**src/ers_pkg.sv**
```systemverilog
package ers_pkg;

    // ****************************************************************
    // widths
    // ****************************************************************
    localparam int DATA_W = 8;
    localparam int ADDR_W = 16;    // flat data-memory address, any section
    localparam int BIT_W  = 3;
    localparam int RADR_W = 4;

    // ****************************************************************
    // register indexes on the plain register port
    // ****************************************************************
    localparam logic [RADR_W-1:0] REG_ACC    = 4'h0;
    localparam logic [RADR_W-1:0] REG_STATUS = 4'h1;

    // ****************************************************************
    // status bit positions and reset values
    // ****************************************************************
    localparam int ST_CARRY            = 0;
    localparam int ST_NIBBLE_CARRY     = 1;
    localparam int ST_ZERO             = 2;
    localparam int ST_SIGNED_WRAP_BIT  = 3;
    localparam int ST_SIGNED_RESULT    = 4;
    localparam int ST_CHAINED_NULL_BIT = 5;
    localparam int ST_W                = 6;
    localparam logic [ST_W-1:0]   STATUS_RST = 6'h00;
    localparam logic [DATA_W-1:0] ACC_RST    = 8'h00;
    localparam logic [DATA_W-1:0] ALL_ONES   = 8'hff;
    localparam logic [DATA_W-1:0] ONE        = 8'h01;
    localparam logic [DATA_W-1:0] ZERO       = 8'h00;

    // ****************************************************************
    // operations issued by the instruction decoder
    // ****************************************************************
    typedef enum logic [4:0] {
        OP_NONE                           = 5'h00,
        OP_ROTATE_LEFT_THRU_CARRY         = 5'h01,
        OP_ROTATE_LEFT_THRU_CARRY_TO_ACC  = 5'h02,
        OP_ROTATE_RIGHT_BYTE              = 5'h03,
        OP_ROTATE_RIGHT_TO_ACC            = 5'h04,
        OP_ROTATE_RIGHT_THRU_CARRY        = 5'h05,
        OP_ROTATE_RIGHT_THRU_CARRY_TO_ACC = 5'h06,
        OP_SUBTRACT_BORROW_TO_ACC         = 5'h07,
        OP_SUBTRACT_BORROW_TO_MEM         = 5'h08,
        OP_SUBTRACT_TO_ACC                = 5'h09,
        OP_SUBTRACT_TO_MEM                = 5'h0a,
        OP_DECREMENT_SKIP_ZERO            = 5'h0b,
        OP_DECREMENT_SKIP_ZERO_TO_ACC     = 5'h0c,
        OP_INCREMENT_SKIP_ZERO            = 5'h0d,
        OP_INCREMENT_SKIP_ZERO_TO_ACC     = 5'h0e,
        OP_SKIP_NONZERO                   = 5'h0f,
        OP_SKIP_NONZERO_BIT               = 5'h10,
        OP_SET_ALL_BITS                   = 5'h11,
        OP_SET_BIT                        = 5'h12
    } ers_op_e;

endpackage : ers_pkg

```
**src/ers_datapath.sv**
```systemverilog
// Added by the designer: the address-and-strobe port and the register addresses.
`timescale 1ns/10ps
// Function
// RULE1: rotate left through carry: byte up one, carry gets bit 7, old carry to bit 0
// RULE2: rotate forms to accumulator leave memory untouched, result only in accumulator
// RULE3: plain rotate right wraps bit 0 into bit 7, no flag changes
// RULE4: rotate right through carry: carry gets bit 0, old carry into bit 7
// RULE5: subtract with carry is acc minus operand minus inverted carry
// RULE6: subtract without carry puts acc minus operand into accumulator
// RULE7: memory-destination subtracts write the difference back to memory
// RULE8: subtract clears carry on negative result, sets it on zero or positive
// RULE9: subtracts update all six flags; plain rotates, skips, sets touch none
// RULE10: decrement-skip writes byte minus one back, skips when result zero
// RULE11: increment-skip writes byte plus one back, skips when result zero
// RULE12: accumulator forms put adjusted value in acc, memory kept, skip on zero
// RULE13: a taken skip adds one dummy cycle, making the instruction two cycles
// RULE14: byte skip-if-not-zero skips when the addressed byte is nonzero
// RULE15: bit skip-if-not-zero skips when the selected bit is one
// RULE16: set-byte forces all bits of the addressed byte to one
// RULE17: set-bit forces only the selected bit to one, others kept
// RULE18: any data-memory address is reachable directly, no banking
// RULE19: rotate-left-through-carry to acc updates carry like the memory form
module ers_datapath (
    input  wire logic                      i_clk,
    input  wire logic                      i_rst_b,
    input  wire logic                      i_op_valid,
    input  wire ers_pkg::ers_op_e          i_op,
    input  wire logic [ers_pkg::ADDR_W-1:0] i_mem_addr,
    input  wire logic [ers_pkg::DATA_W-1:0] i_mem_data,
    input  wire logic [ers_pkg::BIT_W-1:0]  i_bit_sel,
    input  wire logic [ers_pkg::RADR_W-1:0] i_reg_addr,
    input  wire logic [ers_pkg::DATA_W-1:0] i_reg_wdata,
    input  wire logic                      i_reg_wr,
    input  wire logic                      i_reg_rd,
    output logic [ers_pkg::DATA_W-1:0]     o_reg_rdata,
    output logic                           o_mem_we,
    output logic [ers_pkg::ADDR_W-1:0]     o_mem_addr,
    output logic [ers_pkg::DATA_W-1:0]     o_mem_wdata,
    output logic [ers_pkg::DATA_W-1:0]     o_acc,
    output logic [ers_pkg::ST_W-1:0]       o_status,
    output logic                           o_skip,
    output logic                           o_dummy_cycle
);
    import ers_pkg::*;

    // ****************************************************************
    // operation decode
    // ****************************************************************
    logic              take;
    logic              c_in;
    logic [DATA_W-1:0] bit_mask;
    logic [DATA_W-1:0] next_result;
    logic              next_to_mem;
    logic              next_to_acc;
    logic              next_carry_upd;
    logic              next_carry;
    logic              next_is_sub;
    logic              next_skip;
    logic [DATA_W:0]   sub_full;
    logic [4:0]        sub_low;
    logic              borrow_in;

    // an op arriving during the dummy cycle is ignored
    assign take      = i_op_valid & ~o_dummy_cycle;
    assign c_in      = o_status[ST_CARRY];
    assign bit_mask  = ONE << i_bit_sel;
    // with-carry forms borrow the inverted carry
    assign borrow_in = (i_op == OP_SUBTRACT_BORROW_TO_ACC ||
                        i_op == OP_SUBTRACT_BORROW_TO_MEM) ? ~c_in : 1'b0; // RULE5
    assign sub_full  = {1'b0, o_acc} - {1'b0, i_mem_data} - {8'h00, borrow_in}; // RULE5 RULE6
    assign sub_low   = {1'b0, o_acc[3:0]} - {1'b0, i_mem_data[3:0]} - {4'h0, borrow_in};

    // result, destination and skip for each op
    always_comb begin
        next_result    = i_mem_data;
        next_to_mem    = 1'b0;
        next_to_acc    = 1'b0;
        next_carry_upd = 1'b0;
        next_carry     = c_in;
        next_is_sub    = 1'b0;
        next_skip      = 1'b0;
        unique case (i_op)
            OP_NONE: begin
                next_result = i_mem_data;
            end
            OP_ROTATE_LEFT_THRU_CARRY, OP_ROTATE_LEFT_THRU_CARRY_TO_ACC: begin
                next_result    = {i_mem_data[6:0], c_in}; // RULE1
                next_carry_upd = 1'b1;                    // RULE19
                next_carry     = i_mem_data[7];           // RULE1 RULE19
                next_to_mem    = (i_op == OP_ROTATE_LEFT_THRU_CARRY);
                next_to_acc    = ~next_to_mem;            // RULE2
            end
            OP_ROTATE_RIGHT_BYTE, OP_ROTATE_RIGHT_TO_ACC: begin
                next_result = {i_mem_data[0], i_mem_data[7:1]}; // RULE3
                next_to_mem = (i_op == OP_ROTATE_RIGHT_BYTE);
                next_to_acc = ~next_to_mem;                     // RULE2
            end
            OP_ROTATE_RIGHT_THRU_CARRY, OP_ROTATE_RIGHT_THRU_CARRY_TO_ACC: begin
                next_result    = {c_in, i_mem_data[7:1]}; // RULE4
                next_carry_upd = 1'b1;
                next_carry     = i_mem_data[0];           // RULE4
                next_to_mem    = (i_op == OP_ROTATE_RIGHT_THRU_CARRY);
                next_to_acc    = ~next_to_mem;            // RULE2
            end
            OP_SUBTRACT_BORROW_TO_ACC, OP_SUBTRACT_TO_ACC: begin
                next_result = sub_full[DATA_W-1:0]; // RULE5 RULE6
                next_is_sub = 1'b1;
                next_to_acc = 1'b1;
            end
            OP_SUBTRACT_BORROW_TO_MEM, OP_SUBTRACT_TO_MEM: begin
                next_result = sub_full[DATA_W-1:0];
                next_is_sub = 1'b1;
                next_to_mem = 1'b1; // RULE7
            end
            OP_DECREMENT_SKIP_ZERO, OP_DECREMENT_SKIP_ZERO_TO_ACC: begin
                next_result = i_mem_data - ONE;                        // RULE10
                next_skip   = (next_result == ZERO);                   // RULE10 RULE12
                next_to_mem = (i_op == OP_DECREMENT_SKIP_ZERO);
                next_to_acc = ~next_to_mem;                            // RULE12
            end
            OP_INCREMENT_SKIP_ZERO, OP_INCREMENT_SKIP_ZERO_TO_ACC: begin
                next_result = i_mem_data + ONE;                        // RULE11
                next_skip   = (next_result == ZERO);                   // RULE11 RULE12
                next_to_mem = (i_op == OP_INCREMENT_SKIP_ZERO);
                next_to_acc = ~next_to_mem;                            // RULE12
            end
            OP_SKIP_NONZERO: begin
                next_skip = (i_mem_data != ZERO); // RULE14
            end
            OP_SKIP_NONZERO_BIT: begin
                next_skip = |(i_mem_data & bit_mask); // RULE15
            end
            OP_SET_ALL_BITS: begin
                next_result = ALL_ONES; // RULE16
                next_to_mem = 1'b1;
            end
            OP_SET_BIT: begin
                next_result = i_mem_data | bit_mask; // RULE17
                next_to_mem = 1'b1;
            end
            default: begin
                next_result = i_mem_data;
            end
        endcase
    end

    // ****************************************************************
    // memory write port
    // ****************************************************************
    // one-cycle write pulse with flat address
    always_ff @(posedge i_clk or negedge i_rst_b) begin
        if (!i_rst_b) begin
            o_mem_we    <= 1'b0;
            o_mem_addr  <= '0;
            o_mem_wdata <= ZERO;
        end else begin
            o_mem_we <= take & next_to_mem; // RULE7 RULE10 RULE11
            if (take) begin
                o_mem_addr  <= i_mem_addr;  // RULE18
                o_mem_wdata <= next_result;
            end
        end
    end

    // ****************************************************************
    // accumulator
    // ****************************************************************
    // datapath result wins over a register-port write
    always_ff @(posedge i_clk or negedge i_rst_b) begin
        if (!i_rst_b) begin
            o_acc <= ACC_RST;
        end else if (take && next_to_acc) begin
            o_acc <= next_result; // RULE2 RULE6 RULE12
        end else if (i_reg_wr && i_reg_addr == REG_ACC) begin
            o_acc <= i_reg_wdata;
        end
    end

    // ****************************************************************
    // status flags
    // ****************************************************************
    // datapath flag updates win over a register-port write
    always_ff @(posedge i_clk or negedge i_rst_b) begin
        if (!i_rst_b) begin
            o_status <= STATUS_RST;
        end else if (take && next_is_sub) begin
            o_status[ST_CARRY]           <= ~sub_full[DATA_W]; // RULE8 RULE9
            o_status[ST_NIBBLE_CARRY]    <= ~sub_low[4];       // RULE9
            o_status[ST_ZERO]            <= (sub_full[DATA_W-1:0] == ZERO);
            o_status[ST_SIGNED_WRAP_BIT] <= (o_acc[7] ^ i_mem_data[7]) &
                                            (o_acc[7] ^ sub_full[7]);
            o_status[ST_SIGNED_RESULT]   <= (o_acc[7] ^ i_mem_data[7]) &
                                            (o_acc[7] ^ sub_full[7]) ^ sub_full[7];
            // with-carry forms chain the previous zero state
            o_status[ST_CHAINED_NULL_BIT] <= (sub_full[DATA_W-1:0] == ZERO) &
                (borrow_in || i_op == OP_SUBTRACT_BORROW_TO_ACC ||
                 i_op == OP_SUBTRACT_BORROW_TO_MEM ? o_status[ST_CHAINED_NULL_BIT] : 1'b1);
        end else if (take && next_carry_upd) begin
            o_status[ST_CARRY] <= next_carry; // RULE1 RULE4 RULE19
        end else if (i_reg_wr && i_reg_addr == REG_STATUS) begin
            o_status <= i_reg_wdata[ST_W-1:0];
        end
    end

    // ****************************************************************
    // skip and dummy cycle
    // ****************************************************************
    // skip pulse then one dummy cycle
    always_ff @(posedge i_clk or negedge i_rst_b) begin
        if (!i_rst_b) begin
            o_skip        <= 1'b0;
            o_dummy_cycle <= 1'b0;
        end else begin
            o_skip        <= take & next_skip; // RULE13
            o_dummy_cycle <= o_skip;           // RULE13
        end
    end

    // ****************************************************************
    // register read port
    // ****************************************************************
    // read data valid only in the cycle after the strobe
    always_ff @(posedge i_clk or negedge i_rst_b) begin
        if (!i_rst_b) begin
            o_reg_rdata <= ZERO;
        end else if (i_reg_rd && i_reg_addr == REG_ACC) begin
            o_reg_rdata <= o_acc;
        end else if (i_reg_rd && i_reg_addr == REG_STATUS) begin
            o_reg_rdata <= {2'b00, o_status};
        end else begin
            o_reg_rdata <= ZERO;
        end
    end

    // ****************************************************************
    // assertions
    // ****************************************************************
    property p_rlc;
        @(posedge i_clk) disable iff (!i_rst_b)
        take && i_op == OP_ROTATE_LEFT_THRU_CARRY |=> o_mem_we &&
            o_mem_wdata == {$past(i_mem_data[6:0]), $past(o_status[ST_CARRY])} &&
            o_status[ST_CARRY] == $past(i_mem_data[7]);
    endproperty
    a_rlc: assert property (p_rlc) else $error("rotate left thru carry wrong"); // RULE1

    property p_acc_rot;
        @(posedge i_clk) disable iff (!i_rst_b)
        take && (i_op == OP_ROTATE_RIGHT_TO_ACC || i_op == OP_ROTATE_LEFT_THRU_CARRY_TO_ACC)
            |=> !o_mem_we && o_acc[6:0] == $past(i_mem_data[7:1]) ||
                !o_mem_we && o_acc[7:1] == $past(i_mem_data[6:0]);
    endproperty
    a_acc_rot: assert property (p_acc_rot) else $error("rotate to acc touched memory"); // RULE2

    property p_rr;
        @(posedge i_clk) disable iff (!i_rst_b)
        take && i_op == OP_ROTATE_RIGHT_BYTE && !i_reg_wr |=>
            o_mem_wdata == {$past(i_mem_data[0]), $past(i_mem_data[7:1])} && $stable(o_status);
    endproperty
    a_rr: assert property (p_rr) else $error("plain rotate right wrong"); // RULE3

    property p_rrc;
        @(posedge i_clk) disable iff (!i_rst_b)
        take && i_op == OP_ROTATE_RIGHT_THRU_CARRY_TO_ACC |=>
            o_acc == {$past(o_status[ST_CARRY]), $past(i_mem_data[7:1])} &&
            o_status[ST_CARRY] == $past(i_mem_data[0]);
    endproperty
    a_rrc: assert property (p_rrc) else $error("rotate right thru carry wrong"); // RULE4

    property p_sbc;
        @(posedge i_clk) disable iff (!i_rst_b)
        take && i_op == OP_SUBTRACT_BORROW_TO_ACC |=>
            o_acc == DATA_W'($past(o_acc) - $past(i_mem_data) - {7'h00, !$past(c_in)});
    endproperty
    a_sbc: assert property (p_sbc) else $error("subtract with carry wrong"); // RULE5

    property p_subm;
        @(posedge i_clk) disable iff (!i_rst_b)
        take && i_op == OP_SUBTRACT_TO_MEM |=> o_mem_we &&
            o_mem_wdata == DATA_W'($past(o_acc) - $past(i_mem_data)) &&
            o_status[ST_CARRY] == ($past(o_acc) >= $past(i_mem_data));
    endproperty
    a_subm: assert property (p_subm) else $error("subtract to memory wrong"); // RULE7 RULE8

    property p_sdz;
        @(posedge i_clk) disable iff (!i_rst_b)
        take && i_op == OP_DECREMENT_SKIP_ZERO |=> o_mem_we &&
            o_mem_wdata == DATA_W'($past(i_mem_data) - ONE) &&
            o_skip == ($past(i_mem_data) == ONE);
    endproperty
    a_sdz: assert property (p_sdz) else $error("decrement skip wrong"); // RULE10

    property p_siza;
        @(posedge i_clk) disable iff (!i_rst_b)
        take && i_op == OP_INCREMENT_SKIP_ZERO_TO_ACC |=> !o_mem_we &&
            o_acc == DATA_W'($past(i_mem_data) + ONE) && o_skip == (o_acc == ZERO);
    endproperty
    a_siza: assert property (p_siza) else $error("increment skip to acc wrong"); // RULE11 RULE12

    property p_dummy;
        @(posedge i_clk) disable iff (!i_rst_b)
        o_skip |=> o_dummy_cycle ##1 !o_dummy_cycle;
    endproperty
    a_dummy: assert property (p_dummy) else $error("dummy cycle missing"); // RULE13

    property p_snz;
        @(posedge i_clk) disable iff (!i_rst_b)
        take && i_op == OP_SKIP_NONZERO_BIT |=>
            o_skip == $past(i_mem_data[i_bit_sel]) && !o_mem_we;
    endproperty
    a_snz: assert property (p_snz) else $error("bit skip if nonzero wrong"); // RULE15

    property p_setb;
        @(posedge i_clk) disable iff (!i_rst_b)
        take && i_op == OP_SET_BIT && !i_reg_wr |=> o_mem_we && $stable(o_status) &&
            o_mem_wdata == ($past(i_mem_data) | DATA_W'(ONE << $past(i_bit_sel)));
    endproperty
    a_setb: assert property (p_setb) else $error("set bit wrong"); // RULE17 RULE9

    property p_sub;
        @(posedge i_clk) disable iff (!i_rst_b)
        take && i_op == OP_SUBTRACT_TO_ACC |=> !o_mem_we &&
            o_acc == DATA_W'($past(o_acc) - $past(i_mem_data)) &&
            o_status[ST_CARRY] == ($past(o_acc) >= $past(i_mem_data));
    endproperty
    a_sub: assert property (p_sub) else $error("subtract to acc wrong"); // RULE6 RULE8

    property p_snzb;
        @(posedge i_clk) disable iff (!i_rst_b)
        take && i_op == OP_SKIP_NONZERO |=>
            o_skip == ($past(i_mem_data) != ZERO) && !o_mem_we;
    endproperty
    a_snzb: assert property (p_snzb) else $error("byte skip if nonzero wrong"); // RULE14

    property p_set;
        @(posedge i_clk) disable iff (!i_rst_b)
        take && i_op == OP_SET_ALL_BITS && !i_reg_wr |=> o_mem_we &&
            o_mem_wdata == ALL_ONES && $stable(o_status);
    endproperty
    a_set: assert property (p_set) else $error("set byte wrong"); // RULE16 RULE9

    property p_rlca;
        @(posedge i_clk) disable iff (!i_rst_b)
        take && i_op == OP_ROTATE_LEFT_THRU_CARRY_TO_ACC |=> !o_mem_we &&
            o_acc == {$past(i_mem_data[6:0]), $past(o_status[ST_CARRY])} &&
            o_status[ST_CARRY] == $past(i_mem_data[7]);
    endproperty
    a_rlca: assert property (p_rlca) else $error("rotate left to acc wrong"); // RULE19 RULE2

    property p_addr;
        @(posedge i_clk) disable iff (!i_rst_b)
        take |=> o_mem_addr == $past(i_mem_addr);
    endproperty
    a_addr: assert property (p_addr) else $error("memory address not passed on"); // RULE18

endmodule : ers_datapath

```
**config.mk**
```make
export PLATFORM = sky130hd
export DESIGN_NAME = ers_datapath
export DESIGN_NICKNAME = d
export VERILOG_FILES = /design/src/ers_pkg.sv /design/src/ers_datapath.sv
export SDC_FILE = /design/constraint.sdc
export NUM_CORES = 1
export LEC_CHECK = 0
export ABC_AREA = 0
export BUFFER_PORTS_ARGS = -buffer_cell sky130_fd_sc_hd__buf_2
export CAP_MARGIN = 20
export CORE_AREA = 5 5 95 97
export CTS_BUF_LIST = sky130_fd_sc_hd__clkbuf_16
export CTS_CLUSTER_DIAMETER = 120
export DETAILED_ROUTE_END_ITERATION = 10
export DIE_AREA = 0 0 100 102
export PLACE_DENSITY = 0.77
export SYNTH_ARGS = -nofsm -noshare
export SYNTH_HDL_FRONTEND = slang
export SYNTH_SLANG_ARGS = --single-unit
```
**constraint.sdc**
```tcl
create_clock -name i_clk -period 2.7 [get_ports i_clk]
set_input_delay 0.54 -clock i_clk [delete_from_list [all_inputs] [get_ports i_clk]]
set_output_delay 0.54 -clock i_clk [all_outputs]
set_load 0.01 [all_outputs]
```
## After elaboration in Yosys (flattened, before gate mapping)

Cells that the tools add are included.

| storage, ports and cells | value |
|---|---|
| flip-flop bits (word level) | 49 |
| output and inout port bits | 49 |
| word-level logic and storage cells | 103 |

| cells by class | value |
|---|---|
| add/subtract/negate cells | 6 |
| eq/ne operators | 21 |
| shift-type cells | 1 |
| mux-type cells | 17 |
| bitwise logic cells | 19 |
| reduce and logical (&&, ||, !) cells | 30 |

Operators with widths:

| kind | number |
|---|---|
| one-hot mux 8 bit (8 select lines) | 1 |
| == test 5 x 4 -> 1 bit, second input constant | 8 |
| zero test 8 bit | 3 |
| 2-to-1 mux 8 bit | 3 |
| == test 5 x 3 -> 1 bit, second input constant | 4 |
| 2-to-1 mux 6 bit | 3 |
| == test 5 bit, second input constant | 3 |
| one-hot mux 1 bit (6 select lines) | 2 |
| OR reduction 2 bit | 6 |
| OR reduction 4 bit | 3 |
| == test 5 x 2 -> 1 bit, second input constant | 2 |
| NOT 1 bit | 9 |
| subtractor 8 x 8 -> 9 bit | 1 |
| subtractor 9 x 1 -> 9 bit | 1 |
| adder 8 x 1 -> 8 bit, second input constant | 1 |
| AND 8 bit | 1 |
| OR 8 bit | 1 |
| nonzero test 8 bit | 1 |
| OR reduction 8 bit | 1 |
| << shifter 1 x 3 -> 8 bit, first input constant | 1 |
| subtractor 8 x 1 -> 8 bit, second input constant | 1 |
| logical AND 1 bit | 7 |
| AND 1 bit | 5 |
| == test 5 x 1 -> 1 bit, second input constant | 1 |
| 15 further kinds | 25 |

## Depth between registers and ports, before layout

| depth | value |
|---|---|
| word-level depth | 8 |
| mapped depth | 14 |
| depth with buffers taken out | 13 |

## Least setup slack after synthesis

OpenSTA, ideal clock, no wires.

| timing | value |
|---|---|
| path type | input-to-reg |
| from | input port i_op[2] |
| to | register o_status[2] in the netlist's numbering |
| arrival time | 3261 ps |
| required time | 2618 ps |
| setup slack | -643 ps |
| cell stages on the path | 13 |
| path buffers | 1 |
| cell sequence | buf_2 nor3_1 nand2_1 a21oi_1 nand2b_1 fa_1 ha_1 and2_1 nor2_1 xnor2_1 or4_1 a211o_1 a31oi_1 |

| between the ends | value |
|---|---|
| cells in the longest elaborated chain, start to end | 6 |

Ends and longest elaborated chain:

| item | line | RTL |
|---|---|---|
| from (decl) | ers_datapath.sv:27 | `input wire ers_pkg::ers_op_e i_op,` |
| == test 5 x 3 -> 1 bit (tied with other cells) | ers_datapath.sv:68, ers_datapath.sv:82 |  |
| logical OR 1 bit or OR reduction 4 bit (tied branches) | -- |  |
| 2-to-1 mux 1 bit (on tied branches) | ers_datapath.sv:69, ers_datapath.sv:82 |  |
| subtractor 9 x 1 -> 9 bit (tied with other cells) | ers_datapath.sv:70 | `assign sub_full = {1'b0, o_acc} - {1'b0, i_mem_data} - {8'h00, borrow_in};` |
| zero test 8 bit (tied with other cells) | ers_datapath.sv:189 | `o_status[ST_ZERO] <= (sub_full[DATA_W-1:0] == ZERO);` |
| 2-to-1 mux 6 bit or AND reduction 2 bit (tied branches) | -- |  |
| to (signal, indexed assignment) | ers_datapath.sv:187 | `o_status[ST_CARRY] <= ~sub_full[DATA_W];` |
| to (signal, indexed assignment) | ers_datapath.sv:189 |  |
| to (signal, indexed assignment) | ers_datapath.sv:190 | `o_status[ST_SIGNED_WRAP_BIT] <= (o_acc[7] ^ i_mem_data[7]) &` |
| to (decl) | ers_datapath.sv:40 | `output logic [ers_pkg::ST_W-1:0] o_status,` |

Several ways; a longest one is shown, not always the timed one.
A chain may end at the register's enable or synchronous reset.

## Worst setup path in the final report

| timing | value |
|---|---|
| from | input port i_op[1] |
| to | register o_status[5] in the netlist's numbering |

| between the ends | value |
|---|---|
| cells in the longest elaborated chain, start to end | 8 |

Ends and longest elaborated chain:

| item | line | RTL |
|---|---|---|
| parallel branches: the longest is 8 deep, another holds subtractor 9 x 1 -> 9 bit | -- |  |
| to (signal, indexed assignment) | ers_datapath.sv:187 |  |
| to (signal, indexed assignment) | ers_datapath.sv:188 | `o_status[ST_NIBBLE_CARRY] <= ~sub_low[4];` |
| to (signal, indexed assignment) | ers_datapath.sv:195 | `o_status[ST_CHAINED_NULL_BIT] <= (sub_full[DATA_W-1:0] == ZERO) &` |

Parallel ways; which one is timed is not known.

==> flow_metrics.env <==
export IMPL_crit_path_end_kind="flip-flop"
export IMPL_violations="setup timing"
export IMPL_synth_cell_types=63
export IMPL_clock_root_buffer="clkbuf_16"
export IMPL_power_mw=3.129
export IMPL_routed_via_density=5.657
export IMPL_syn_area_per_cell_um2=7.892
export IMPL_reg2reg_slack_ns=0.10
export IMPL_drv_cap=0
export IMPL_cts_hold_buf=0
export IMPL_path_clk_slew_ns=0.06
export IMPL_port_buffers=97
export IMPL_rr_endpoint="o_status[5]$_DFFE_PN0P_"
export IMPL_r2r_start="o_acc[4]$_DFFE_PN0P_"
export IMPL_yosysTopAreaCell="dfrtp_1"
export IMPL_setup_viol=13
export IMPL_dieWidth_um=100
export IMPL_required_ns=2.90
export IMPL_powerDensity_nw_per_um2=605.4
export IMPL_ant_nets=0
export IMPL_async_reset_ff_frac=1.000
export IMPL_setup_ws_ns=-0.2418
export IMPL_clk_latency_ns=0.28
export IMPL_finalHoldViolCount=0
export IMPL_clock_skew_ns=0.005458
export IMPL_slew_viol_final=0
export IMPL_first_global_vias=3885
export IMPL_area_growth_pct=33.39
export IMPL_ys_top_cells_by_count="81 x nand2_1, 49 x dfrtp_1, 41 x nor2_1"
export IMPL_drive_gt1_frac=0.3215
export IMPL_drtIter0Drc=329
export IMPL_num_io_pins=98
export IMPL_relSlewSlack=0.6899
export IMPL_yosysWarnings=0
export IMPL_die_y_um=102
export IMPL_yosys_area_share_xor_xnor=0.04876
export IMPL_status="finished with violations"
export IMPL_muxShareOfSynthArea=0.03132
export IMPL_h_tree_depth=2
export IMPL_fillCellCount=732
export IMPL_crit_type="input pin to flip-flop"
export IMPL_hpwl_mm=9.683
export IMPL_synth_top_cells_by_area="dfrtp_1 32%, nand2_1 7.8%, ha_1 6.1%"
export IMPL_synth_area_um2=3875
export IMPL_crit_path_start_kind="input pin"
export IMPL_core_area_um2=8051
export IMPL_ys_flop_type="dfrtp_1"
export IMPL_antenna_found_initial=0
export IMPL_synth_simple_area_share=0.2577
export IMPL_finalNetCount=691
export IMPL_min_period_ns=2.942
export IMPL_ys_seq_area_frac=0.3164
export IMPL_synth_edf_count=0
export IMPL_clock_sinks=49
export IMPL_synth_adder_area_share=0.07168
export IMPL_gp_congestion=0.9935
export IMPL_ys_ff_latch=49
export IMPL_peakVddDrop_uv=293.9
export IMPL_hold_class="input pin to async pin"
export IMPL_drt_total_wl_mm=12.34
export IMPL_cp_max_fo=2
export IMPL_synth_nets=561
export IMPL_drcViolationCount=0
export IMPL_syn_inst=491
export IMPL_synth_most_common_cell="nand2_1"
export IMPL_cts_tree="yes"
export IMPL_post_route_period_util=1.090
export IMPL_synth_top_family_by_area="simple AND/OR/NAND/NOR gates"
export IMPL_die_area_um2=10200
export IMPL_rows=33
export IMPL_post_drt_wl_per_cell_um=16.97
export IMPL_grt_max_degree=50
export IMPL_synth_compound_area_frac=0.2121
export IMPL_place_inst=715
export IMPL_cts_inserted_buffers=5
export IMPL_overflow=0
export IMPL_crit_arrival_ns=3.14
export IMPL_antenna_cells=0
export IMPL_fmax_mhz=339.9
export IMPL_vias=4113
export IMPL_r2r_cells=10
export IMPL_tightest_slew_ns=0.4641
export IMPL_grt_usage=0.2359
export IMPL_dr_pass1_iters=6
export IMPL_grt_pass1_wl_mm=19.41
export IMPL_start_util=0.4813
export IMPL_final_cells=727
export IMPL_clk_path_buf_depth=2
export IMPL_rsz0062_at_grt="yes"
export IMPL_p_leak_nw=2.492
export IMPL_multi_input_area_um2=2595
export IMPL_register_area_um2=1226
export IMPL_netlist_area_leader_share=0.3164
==> how the worst max path moves through the flow <==
stage          cells after the start     from                          to  slack [ns]
6_report                          14  i_op[1]     o_status[5]$_DFFE_PN0P_       -0.24
5_1_grt                           15  i_op[1]  o_mem_wdata[5]$_DFFE_PN0P_       -0.34
4_1_cts                           13  i_op[1]     o_status[5]$_DFFE_PN0P_       -0.22
3_5_place_dp                      13  i_op[1]     o_status[5]$_DFFE_PN0P_       -0.57
3_3_place_gp                      13  i_op[1]     o_status[5]$_DFFE_PN0P_       -0.53
2_1_floorplan                     13  i_op[1]     o_status[2]$_DFFE_PN0P_       -0.38
==> cell type report <==
class                      count  share of cell area
timing repair buffer         157              0.1874
clock buffer                   5             0.02421
tap                          105             0.02542
inverter                      27             0.01961
clock inverter                 3            0.004115
sequential                    49              0.2372
multi-input combinational    381              0.5021
==> layout by cell type (no fill, tap or decap), types with 3 or more instances in the layout <==
cell type  netlist  layout
o21a_1           7       7
xnor2_2          0       3
dfrtp_1         49      49
nor4_2           0       3
nor2_1          41      39
a221oi_1         4       4
xor2_1           7       6
nor3b_1          4       4
a21oi_1         26      24
o2bb2ai_1        3       3
or3_1            4       3
a22oi_1          5       4
and3_1           4       4
nand3b_1         4       4
buf_2            3      95
o21ai_0         27      23
clkbuf_16        0       5
and2_1           4       3
nand2_1         81      81
ha_1            19      17
a41oi_1          5       4
mux2i_1         11      11
o211ai_1         4       4
nor2b_1         11      11
a211o_1          3       3
inv_1           27      26
a221o_1          4       4
nand3_1         14      13
nor3_1          11      10
buf_4            2      58
o21ai_1          1       4
nand2b_1         7       7
a31oi_1          9       9
xnor2_1         12       9
==> repair_timing <==
item / 4_1_cts / 5_1_grt
setup buffers: 2 / 2
resized for setup: 15 / 14
endpoints found under the setup margin: 18 / 19
pin swaps: 10 / 7
==> registers in the layout (all words and copies together), names as in the netlist <==
| register | flops |
|---|---|
| o_skip | 1 |
| o_mem_wdata | 8 |
| o_mem_we | 1 |
| o_reg_rdata | 8 |
| o_status | 6 |
| o_acc | 8 |
| o_mem_addr | 16 |
| o_dummy_cycle | 1 |
==> logic make-up (layout without fill, tap and decap cells) <==
logic type / Yosys count / after routing
multiplexers: 12 / 12
adder cells (fa/ha/maj): 21 / 21
flip-flops: 49 / 49
buffers and inverters: 61 / 192
AO/OA/AOI/OAI: 122 / 122
XOR/XNOR: 20 / 20
AND/OR/NAND/NOR: 206 / 206
==> critical path, stage by stage <==
cell	delay [ns]
buf_8	0.10
nor3_4	0.18
nand2_1	0.09
a21oi_2	0.20
nand2b_1	0.10
fa_2	0.38
inv_2	0.07
fa_2	0.20
a21boi_2	0.06
nor2_2	0.15
xnor2_2	0.09
or4_1	0.52
a211o_1	0.27
a31oi_1	0.18
==> per-layer routing <==
layer	vias up	part of all wire	GRT usage
met2	189	0.46	0.3822
met1	1898	0.43	0.3245
met4	0	0.035	0.08808
met5	-	0	0
met3	34	0.074	0.03072
li1	1992	-	-
==> through the flow <==
stage | setup WS, ns | cell area [um2] | hold slack, ns | utilization | TNS, ns
6_report | -0.2418 | 5169 | 0.1484 | 0.6420 | -1.380
5_1_grt | -0.3416 | 5169 | 0.1734 | 0.6420 | -3.207
4_1_cts | -0.2211 | 5064 | 0.3828 | 0.6289 | -1.206
3_5_place_dp | -0.5691 | 4836 | 0.3684 | 0.6006 | -8.236
3_3_place_gp | -0.5251 | 4836 | 0.3557 | 0.6006 | -6.968
2_1_floorplan | -0.3789 | 3943 | 0.2444 | - | -2.063
==> report_power, final <==
part	switching, mW	leakage [nW]	internal (mW)	total [mW]
Combinational	0.840	1.81	0.755	1.60
Sequential	0.0812	0.607	0.843	0.924
Clock	0.264	0.0702	0.345	0.609
Total	1.19	2.49	1.94	3.13
Note: power is estimated with default switching activity, not from simulation.
